**src/verilog/tlm_pkg.sv**
```systemverilog
/*
  Constants, line timing and mode encoding for the terminal line-mode controller.
  Assumes a 10 MHz system clock and a character-serial line driven at the basic rate.
*/
// Notes on behaviour
// - After power-up the terminal sits in control-receive mode before doing anything else on the line.
// - In control-receive mode incoming characters are examined and only the bid character acts.
// - A bid character received in control-receive mode puts the terminal in receive mode for the message.
// - The operator bid key moves the terminal to transmit mode, then the bid character is sent.
// - In transmit mode each keyed character is sent as text in the order keyed.
// - The operator end key sends the end-of-transmission character, then returns to control-receive mode.
// - A received end-of-transmission character ends receive mode and returns to control-receive mode.
// - With both ends back in control-receive mode either terminal may bid and become the sender.
// - Only one terminal transmits at a time; a terminal stays out of transmit mode while the line is held.
// - Without addressing, every attached terminal receives whatever message is on the line.
// - In local mode the keyboard goes only to the own printer and the line is left alone.
// - A local/communicate selector chooses off-line typing or on-line line control.
// - The basic line runs at 14.8 characters per second, 134.5 bits per second.

package tlm_pkg;

  localparam int unsigned TLM_CLK_HZ       = 10_000_000;
  localparam int unsigned TLM_LINE_BPS_X10 = 1345;  // 134.5 bit/s
  localparam int unsigned TLM_CHAR_PS_X10  = 148;   // 14.8 char/s
  localparam int unsigned TLM_BIT_CYCLES   = (TLM_CLK_HZ * 10) / TLM_LINE_BPS_X10;
  localparam int unsigned TLM_DATA_W       = 7;

  localparam logic [6:0]  TLM_BID_CODE     = 7'h44;
  localparam logic [6:0]  TLM_EOT_CODE     = 7'h43;

  localparam logic        TLM_BEGIN_BIT    = 1'b0;
  localparam logic        TLM_END_BIT      = 1'b1;

  typedef enum logic [2:0] {
    TLM_CONTROL_RECEIVE = 3'h0,
    TLM_OFFLINE_TYPING  = 3'h1,
    TLM_TX_BID          = 3'h2,
    TLM_TX_TEXT         = 3'h3,
    TLM_TX_EOT          = 3'h4,
    TLM_TX_DRAIN        = 3'h5,
    TLM_RX_TEXT         = 3'h6
  } tlm_mode_type;

endpackage : tlm_pkg

```
**src/verilog/tlm_line_framer.sv**
```systemverilog
/*
  Character framer: one start-framed, end-framed character out and in, least bit first.
  Assumes the line input is synchronous to clk and BIT_CYCLES is at least 2.
*/
`timescale 1ns/100ps

module tlm_line_framer
  import tlm_pkg::*;
#(
  parameter int unsigned DATA_W     = TLM_DATA_W,
  parameter int unsigned BIT_CYCLES = TLM_BIT_CYCLES
) (
  input  wire logic              clk,
  input  wire logic              rstn,
  input  wire logic              tx_start,
  input  wire logic [DATA_W-1:0] tx_data,
  input  wire logic              line_in_bit,
  output logic                   tx_busy,
  output logic                   tx_line,
  output logic                   rx_valid,
  output logic      [DATA_W-1:0] rx_data
);

  localparam int CW = $clog2(BIT_CYCLES + 1);
  localparam int FW = $clog2(DATA_W + 3);
  localparam logic [CW-1:0] BIT_LAST  = CW'(BIT_CYCLES - 1);
  localparam logic [CW-1:0] HALF_LAST = CW'(BIT_CYCLES / 2 - 1);
  localparam logic [FW-1:0] TX_BITS   = FW'(DATA_W + 1);
  localparam logic [FW-1:0] RX_BITS   = FW'(DATA_W + 2);

  logic [DATA_W:0]   tx_shift;
  logic [CW-1:0]     tx_cnt;
  logic [FW-1:0]     tx_left;
  logic              rx_prev;
  logic              rx_act;
  logic [CW-1:0]     rx_cnt;
  logic [FW-1:0]     rx_left;
  logic [DATA_W-1:0] rx_shift;

  // Transmit: begin bit, data least bit first, end bit
  always_ff @(posedge clk or negedge rstn) begin
    if (!rstn) begin
      tx_busy  <= 1'b0;
      tx_line  <= TLM_END_BIT;
      tx_shift <= '1;
      tx_cnt   <= '0;
      tx_left  <= '0;
    end else if (tx_start && !tx_busy) begin
      tx_busy  <= 1'b1;
      tx_line  <= TLM_BEGIN_BIT;
      tx_shift <= {TLM_END_BIT, tx_data};
      tx_cnt   <= BIT_LAST;
      tx_left  <= TX_BITS;
    end else if (tx_busy) begin
      if (tx_cnt != '0) begin
        tx_cnt <= tx_cnt - 1'b1;
      end else if (tx_left != '0) begin
        tx_line  <= tx_shift[0];
        tx_shift <= {1'b1, tx_shift[DATA_W:1]};
        tx_left  <= tx_left - 1'b1;
        tx_cnt   <= BIT_LAST;
      end else begin
        tx_busy <= 1'b0;
      end
    end
  end

  // Receive: sample mid-bit, drop frames with a bad begin or end bit
  always_ff @(posedge clk or negedge rstn) begin
    if (!rstn) begin
      rx_prev  <= TLM_END_BIT;
      rx_act   <= 1'b0;
      rx_cnt   <= '0;
      rx_left  <= '0;
      rx_shift <= '0;
      rx_valid <= 1'b0;
      rx_data  <= '0;
    end else begin
      rx_prev  <= line_in_bit;
      rx_valid <= 1'b0;
      if (!rx_act) begin
        if (rx_prev && (line_in_bit == TLM_BEGIN_BIT)) begin
          rx_act  <= 1'b1;
          rx_cnt  <= HALF_LAST;
          rx_left <= RX_BITS;
        end
      end else if (rx_cnt != '0) begin
        rx_cnt <= rx_cnt - 1'b1;
      end else begin
        rx_cnt  <= BIT_LAST;
        rx_left <= rx_left - 1'b1;
        if (rx_left == RX_BITS) begin
          if (line_in_bit != TLM_BEGIN_BIT) begin
            rx_act <= 1'b0;
          end
        end else if (rx_left == FW'(1)) begin
          rx_act <= 1'b0;
          if (line_in_bit == TLM_END_BIT) begin
            rx_valid <= 1'b1;
            rx_data  <= rx_shift;
          end
        end else begin
          rx_shift <= {line_in_bit, rx_shift[DATA_W-1:1]};
        end
      end
    end
  end
endmodule : tlm_line_framer

```
**src/verilog/tlm_line_control.sv**
```systemverilog
/*
  Line-mode sequencer of a character-serial communication terminal: control-receive,
  transmit, receive and off-line typing. Assumes keys, selector and line input are
  synchronous to clk, and that the printer takes one character per cycle.
*/
`timescale 1ns/100ps

module tlm_line_control
  import tlm_pkg::*;
#(
  parameter int unsigned      DATA_W     = TLM_DATA_W,
  parameter int unsigned      BIT_CYCLES = TLM_BIT_CYCLES,
  parameter logic [DATA_W-1:0] BID_CODE  = TLM_BID_CODE,
  parameter logic [DATA_W-1:0] EOT_CODE  = TLM_EOT_CODE
) (
  input  wire logic              clk,
  input  wire logic              rstn,
  input  wire logic              online_link_mode,
  input  wire logic              bid_key,
  input  wire logic              eot_key,
  input  wire logic              key_valid,
  input  wire logic [DATA_W-1:0] key_data,
  output logic                   key_ready,
  input  wire logic              line_in_bit,
  output logic                   line_out_bit,
  output logic                   print_valid,
  output logic      [DATA_W-1:0] print_data,
  output tlm_mode_type           mode
);

  function automatic logic is_code(input logic [DATA_W-1:0] d, input logic [DATA_W-1:0] c);
    is_code = (d == c);
  endfunction : is_code

  tlm_mode_type      next_mode;
  logic              next_key_ready;
  logic              tx_start;
  logic [DATA_W-1:0] tx_data;
  logic              tx_busy;
  logic              tx_line;
  logic              rx_valid;
  logic [DATA_W-1:0] rx_data;
  logic              tx_free;
  logic              key_acc;
  logic              bid_seen;
  logic              eot_seen;
  logic              first_q;

  tlm_line_framer #(
    .DATA_W     (DATA_W),
    .BIT_CYCLES (BIT_CYCLES)
  ) u_framer (
    .clk         (clk),
    .rstn        (rstn),
    .tx_start    (tx_start),
    .tx_data     (tx_data),
    .line_in_bit (line_in_bit),
    .tx_busy     (tx_busy),
    .tx_line     (tx_line),
    .rx_valid    (rx_valid),
    .rx_data     (rx_data)
  );

  assign tx_free  = !tx_start && !tx_busy;
  assign key_acc  = key_valid && key_ready;
  assign bid_seen = rx_valid && is_code(rx_data, BID_CODE);
  assign eot_seen = rx_valid && is_code(rx_data, EOT_CODE);

  // Mode sequencing
  always_comb begin
    next_mode = mode;
    unique case (mode)
      TLM_OFFLINE_TYPING: begin
        if (online_link_mode) next_mode = TLM_CONTROL_RECEIVE;
      end
      TLM_CONTROL_RECEIVE: begin
        if (!online_link_mode) begin
          next_mode = TLM_OFFLINE_TYPING;
        end else if (bid_seen) begin
          next_mode = TLM_RX_TEXT;
        end else if (bid_key) begin
          next_mode = TLM_TX_BID;
        end
      end
      TLM_TX_BID: begin
        if (tx_free) next_mode = TLM_TX_TEXT;
      end
      TLM_TX_TEXT: begin
        if (eot_key) next_mode = TLM_TX_EOT;
      end
      TLM_TX_EOT: begin
        if (tx_free) next_mode = TLM_TX_DRAIN;
      end
      TLM_TX_DRAIN: begin
        if (tx_free) next_mode = TLM_CONTROL_RECEIVE;
      end
      TLM_RX_TEXT: begin
        if (!online_link_mode) begin
          next_mode = TLM_OFFLINE_TYPING;
        end else if (eot_seen) begin
          next_mode = TLM_CONTROL_RECEIVE;
        end
      end
      default: next_mode = TLM_CONTROL_RECEIVE;
    endcase
  end

  // Keys are taken off-line, or in transmit text while the framer is free
  always_comb begin
    next_key_ready = (next_mode == TLM_OFFLINE_TYPING) ||
                     (mode == TLM_TX_TEXT && next_mode == TLM_TX_TEXT && tx_free && !key_acc);
  end

  always_ff @(posedge clk or negedge rstn) begin
    if (!rstn) begin
      mode <= TLM_CONTROL_RECEIVE;
    end else begin
      mode <= next_mode;
    end
  end

  always_ff @(posedge clk or negedge rstn) begin
    if (!rstn) begin
      key_ready <= 1'b0;
    end else begin
      key_ready <= next_key_ready;
    end
  end

  // Character launch toward the framer
  always_ff @(posedge clk or negedge rstn) begin
    if (!rstn) begin
      tx_start <= 1'b0;
      tx_data  <= '0;
    end else begin
      tx_start <= 1'b0;
      if (mode == TLM_TX_BID && tx_free) begin
        tx_start <= 1'b1;
        tx_data  <= BID_CODE;
      end else if (mode == TLM_TX_TEXT && key_acc) begin
        tx_start <= 1'b1;
        tx_data  <= key_data;
      end else if (mode == TLM_TX_EOT && tx_free) begin
        tx_start <= 1'b1;
        tx_data  <= EOT_CODE;
      end
    end
  end

  always_ff @(posedge clk or negedge rstn) begin
    if (!rstn) begin
      line_out_bit <= TLM_END_BIT;
    end else begin
      line_out_bit <= tx_line;
    end
  end

  // Printer: local typing, echo of sent text, every received text character
  always_ff @(posedge clk or negedge rstn) begin
    if (!rstn) begin
      print_valid <= 1'b0;
      print_data  <= '0;
    end else begin
      print_valid <= 1'b0;
      if (key_acc && (mode == TLM_OFFLINE_TYPING || mode == TLM_TX_TEXT)) begin
        print_valid <= 1'b1;
        print_data  <= key_data;
      end else if (mode == TLM_RX_TEXT && online_link_mode && rx_valid && !eot_seen) begin
        print_valid <= 1'b1;
        print_data  <= rx_data;
      end
    end
  end

  always_ff @(posedge clk or negedge rstn) begin
    if (!rstn) begin
      first_q <= 1'b1;
    end else begin
      first_q <= 1'b0;
    end
  end
endmodule : tlm_line_control

```
**config.mk**
```make
export PLATFORM = sky130hd
export DESIGN_NAME = tlm_line_control
export DESIGN_NICKNAME = d
export VERILOG_FILES = /design/src/verilog/tlm_pkg.sv /design/src/verilog/tlm_line_framer.sv /design/src/verilog/tlm_line_control.sv
export SDC_FILE = /design/constraint.sdc
export NUM_CORES = 1
export LEC_CHECK = 0
export BUFFER_PORTS_ARGS = -buffer_cell sky130_fd_sc_hd__buf_2
export CORE_MARGIN = 2
export CORE_UTILIZATION = 60
export DETAILED_ROUTE_END_ITERATION = 10
export GPL_ROUTABILITY_DRIVEN = 0
export MAX_ROUTING_LAYER = met4
export PLACE_DENSITY = 0.8
export SYNTH_ARGS = -nofsm -noshare
export SYNTH_HDL_FRONTEND = slang
export SYNTH_SLANG_ARGS = --single-unit
```
**constraint.sdc**
```tcl
create_clock -name clk -period 4.6 [get_ports clk]
set_clock_uncertainty 0.1 [all_clocks]
set_input_delay 0.69 -clock clk [delete_from_list [all_inputs] [get_ports clk]]
set_output_delay 0.69 -clock clk [all_outputs]
set_load 0.01 [all_outputs]
```
==> summary.md <==
| Metric | Value |
|---|---|
| Num ports | 27 |
| CTS root buf | clkbuf_8 |
| Final antenna-violating net count | 0 |
| Register-to-register setup slack | 1.63 ns |
| CP endpoint kind | flop |
| Setup_tns | 0 ns |
| Total number of vias | 3,553 |
| Reg2reg end | u_framer.tx_left[2]$_DFFE_PN0P_ |
| Detailed placement HPWL | 6221 um |
| Clock Power Share | 0.309 |
| Post-synth EDFFs | 0 |
| Initial Utilization | 0.6196 |
| Unrepaired setup endpoints after global routing | no |
| CP Launch Type | flop |
| Sequential fraction of the synthesis area | 0.4983 |
| Unique masters post-synth | 63 |
| Dominant cell type by area after synthesis | dfrtp_1 |
| Clock latency on the worst-skew pair | 0.36 ns |
| Nets | 494 |
| Synth Cell Area | 0.004494 sq mm |
| Net Sw Power | 0.6830 mW |
| 1st-pass router iterations | 5 |
| Final period utilization | 0.6457 |
| Synth-to-layout area growth | 9.020% |
| Setup violators final | 0 |
| CTS H-tree depth | 3 |
| Post-CTS Resized | 0 |
| Area contributors post-synth | dfrtp_1 (44%), dfstp_2 (5.8%), nand2_1 (5.3%) |
| Post-Syn Instances | 457 |
| Post-CTS setup buffers | 0 |
| Slowest stage cell, crit path | nor3_1 |
| Die Span X | 90.55 um |
| Post-synth top flop | dfrtp_1 |
| Worst VDD drop | 333.5 uV |
| Worst hold stages | 0 |
| Initial antenna violation count | 0 |
| N_diodes | 0 |
| Register share of total power | 0.498 |
| Switching share of power | 0.3186 |
| Hold path start | u_framer.tx_line$_DFFE_PN1P_ |
| Final hold vios | 0 |
| DR iter-0 viols | 191 |
| Hold-fix buffers, CTS | 0 |
| Cells along the critical path | inv_1, ha_1, nor4b_1, nand4_1, nor3_1, a21oi_1, a31o_2 |
| First-pass GRT wire length | 15,840 um |
| Fmax | 0.3367 GHz |
| Yosys reg bits | 89 |
| DR WL/cell | 15.92 um |
| Synth top area share | 0.4399 |
| Largest net degree at the start of global routing | 90 |
| Vias in the first global route | 3,423 |
| Worst R2R Path Depth | 7 |
| P_leak | 2.207 nW |
| Residual DRC | 0 |
| Cts bufs inserted | 9 |
| Hold EP | line_out_bit$_DFF_PN1_ |
| Global Route Usage Sum | 0.2436 |
| Total Power | 2.144 mW |
| Final Util | 0.6755 |
| Post-Syn Nets | 477 |
| Max-slew headroom | 0.2017 |
| Row cnt | 31 |
| Max-slew violation count | 0 |
| Clk sinks | 89 |
| Detailed Route WL | 9201 um |
| CTS Buffer Depth | 2 |
| Cell area power density | 437.5 mW/mm^2 |
| Filler cells | 554 |
| Via density | 6.147 |
| Combinational power share | 0.193 |
| Share of cells above drive strength 1 | 0.1837 |
| Synth warnings | 0 |
| PortBufs | 26 |
| Mean Syn Cell Area | 9.834 sq um |
| Slowest stage delay, CP | 0.92 ns |
| Slew at the pin with the worst max-slew slack | 1.188 ns |
| Internal power | 1.461 mW |
| Fraction of registers with async set/reset | 1.000 |
| Footprint of the multi-input gates | 0.002088 sq mm |
| CP Max Fanout | 11 |
| Gr ovfl total | 0 |
| Outcome | finished clean |
| Clk slew on worst S/H paths | 0.09 ns |
| FF-to-FF Start | u_framer.tx_cnt[0]$_DFFE_PN0P_ |
| Max-cap violations | 0 |
| Hold crit path type | flop to flop |
| Die H | 90.55 um |
| CP arrival | 3.13 ns |
| CTS tree | done |
| Worst path required time | 4.76 ns |
| Core Area | 0.007253 sq mm |
| FF/Latch Area | 0.002240 sq mm |
| Crit Path Class | flop to flop |
| Die Area | 0.008198 sq mm |
| Min Clock Period, post-route | 2.970 ns |
## worst max-delay path: cells and delay by family, from the launching register on
kind | cells | cell delay (ns)
adder cells (fa/ha/maj) | 1 | 0.19
buffers and inverters | 1 | 0.06
flip-flops | 1 | 0.40
AO/OA/AOI/OAI | 2 | 0.41
AND/OR/NAND/NOR | 3 | 1.72
## power groups by stage
stage | Clock (mW) | Combinational [mW] | Sequential, mW
after floorplan | 0 | 0.294 | 1.05
final | 0.663 | 0.413 | 1.07
after global placement | 0 | 0.397 | 1.07
after CTS | 0.671 | 0.415 | 1.06
after global routing | 0.701 | 0.463 | 1.09
after detailed placement | 0 | 0.414 | 1.08
## layout make-up
type                            count  share of cell area
Clock buffer                        9             0.02528
Multi-Input combinational cell    330              0.4262
Inverter                           18             0.01379
Sequential cell                    89              0.4571
Tap cell                           99             0.02528
Timing Repair Buffer               26             0.02707
Clock inverter                      7             0.02528
## cells by family (layout without fill, tap and decap cells)
logic type                 count (synthesis)  in the layout  synth area share
muxes                                     17             17           0.04816
buffers and inverters                     38             60           0.03869
xor gates and xnor gates                   2              2          0.003898
and+or+nand+nor                          205            205            0.2428
AOI/OAI and AO/OA                        100            100            0.1515
DFF                                       89             89            0.4983
adders and majority gates                  6              6           0.01670
## synth_stat cells, types with 7 or more instances
library cell,instances
a21oi_1,23
a31oi_1,17
clkbuf_1,15
dfrtp_1,79
dfstp_2,10
inv_1,18
mux2_2,9
mux2_4,7
nand2_1,63
nand2b_1,7
nand3_1,27
nor2_1,34
nor3_1,12
nor4_1,16
o21ai_0,19
or3_1,7
## state kept, by name, indices dropped and copies added, names as in the netlist, 3 cells and up
name and cells:
u_framer.rx_cnt 17, u_framer.tx_cnt 17, print_data 7, tx_data 7, u_framer.rx_data 7, u_framer.rx_shift 7, u_framer.tx_shift 7, u_framer.rx_left 4
u_framer.tx_left 4, mode 3
## worst max path at each step
stage | endpoint | slack, ns | start | cells past startpoint
floorplan | u_framer.tx_cnt[13]$_DFFE_PN0P_ | 2.12 | u_framer.tx_cnt[0]$_DFFE_PN0P_ | 10
CTS | u_framer.tx_left[2]$_DFFE_PN0P_ | 1.67 | u_framer.tx_cnt[0]$_DFFE_PN0P_ | 7
finish | u_framer.tx_left[2]$_DFFE_PN0P_ | 1.63 | u_framer.tx_cnt[0]$_DFFE_PN0P_ | 7
global route | u_framer.tx_left[2]$_DFFE_PN0P_ | 1.32 | u_framer.tx_cnt[0]$_DFFE_PN0P_ | 7
detailed placement | u_framer.tx_left[2]$_DFFE_PN0P_ | 1.70 | u_framer.tx_cnt[0]$_DFFE_PN0P_ | 7
global placement | u_framer.tx_left[2]$_DFFE_PN0P_ | 1.87 | u_framer.tx_cnt[0]$_DFFE_PN0P_ | 7
## per-stage QoR
stage               instances  setup slack, ns  hold WS, ns  cell area (sq um)
CTS                       578            1.670       0.2743               4900
finish                    578            1.630       0.2729               4900
floorplan                 457            2.125       0.2541               4494
global route              578            1.317       0.2769               4900
global placement          562            1.869       0.2628               4652
detailed placement        562            1.703       0.2699               4652
## placed cells by master, fill, tap and decap left out, drive strengths merged, types with 4 or more instances in the layout
cell    count
and2        4
nand3      27
dfrtp      79
nor2b       4
ha          6
mux2       16
nand4       5
nand2b      8
a31oi      17
clkbuf      9
or3         7
inv        21
dfstp      10
nor4b       5
buf        26
a211oi      6
nor3       12
nand2      63
nor4       17
nor2       34
a21oi      23
o21ai      20
or4         6
## metal layers
metal	part of all wire	vias up	track usage	routed length [um]
met5	0	-	-	0
li1	-	1703	-	-
met3	0.042	17	0.03589	388
met1	0.46	1727	0.3263	4195
met2	0.49	106	0.3818	4469
met4	0.016	0	0.08718	146
No activity file was read; power rests on OpenSTA's default activity.
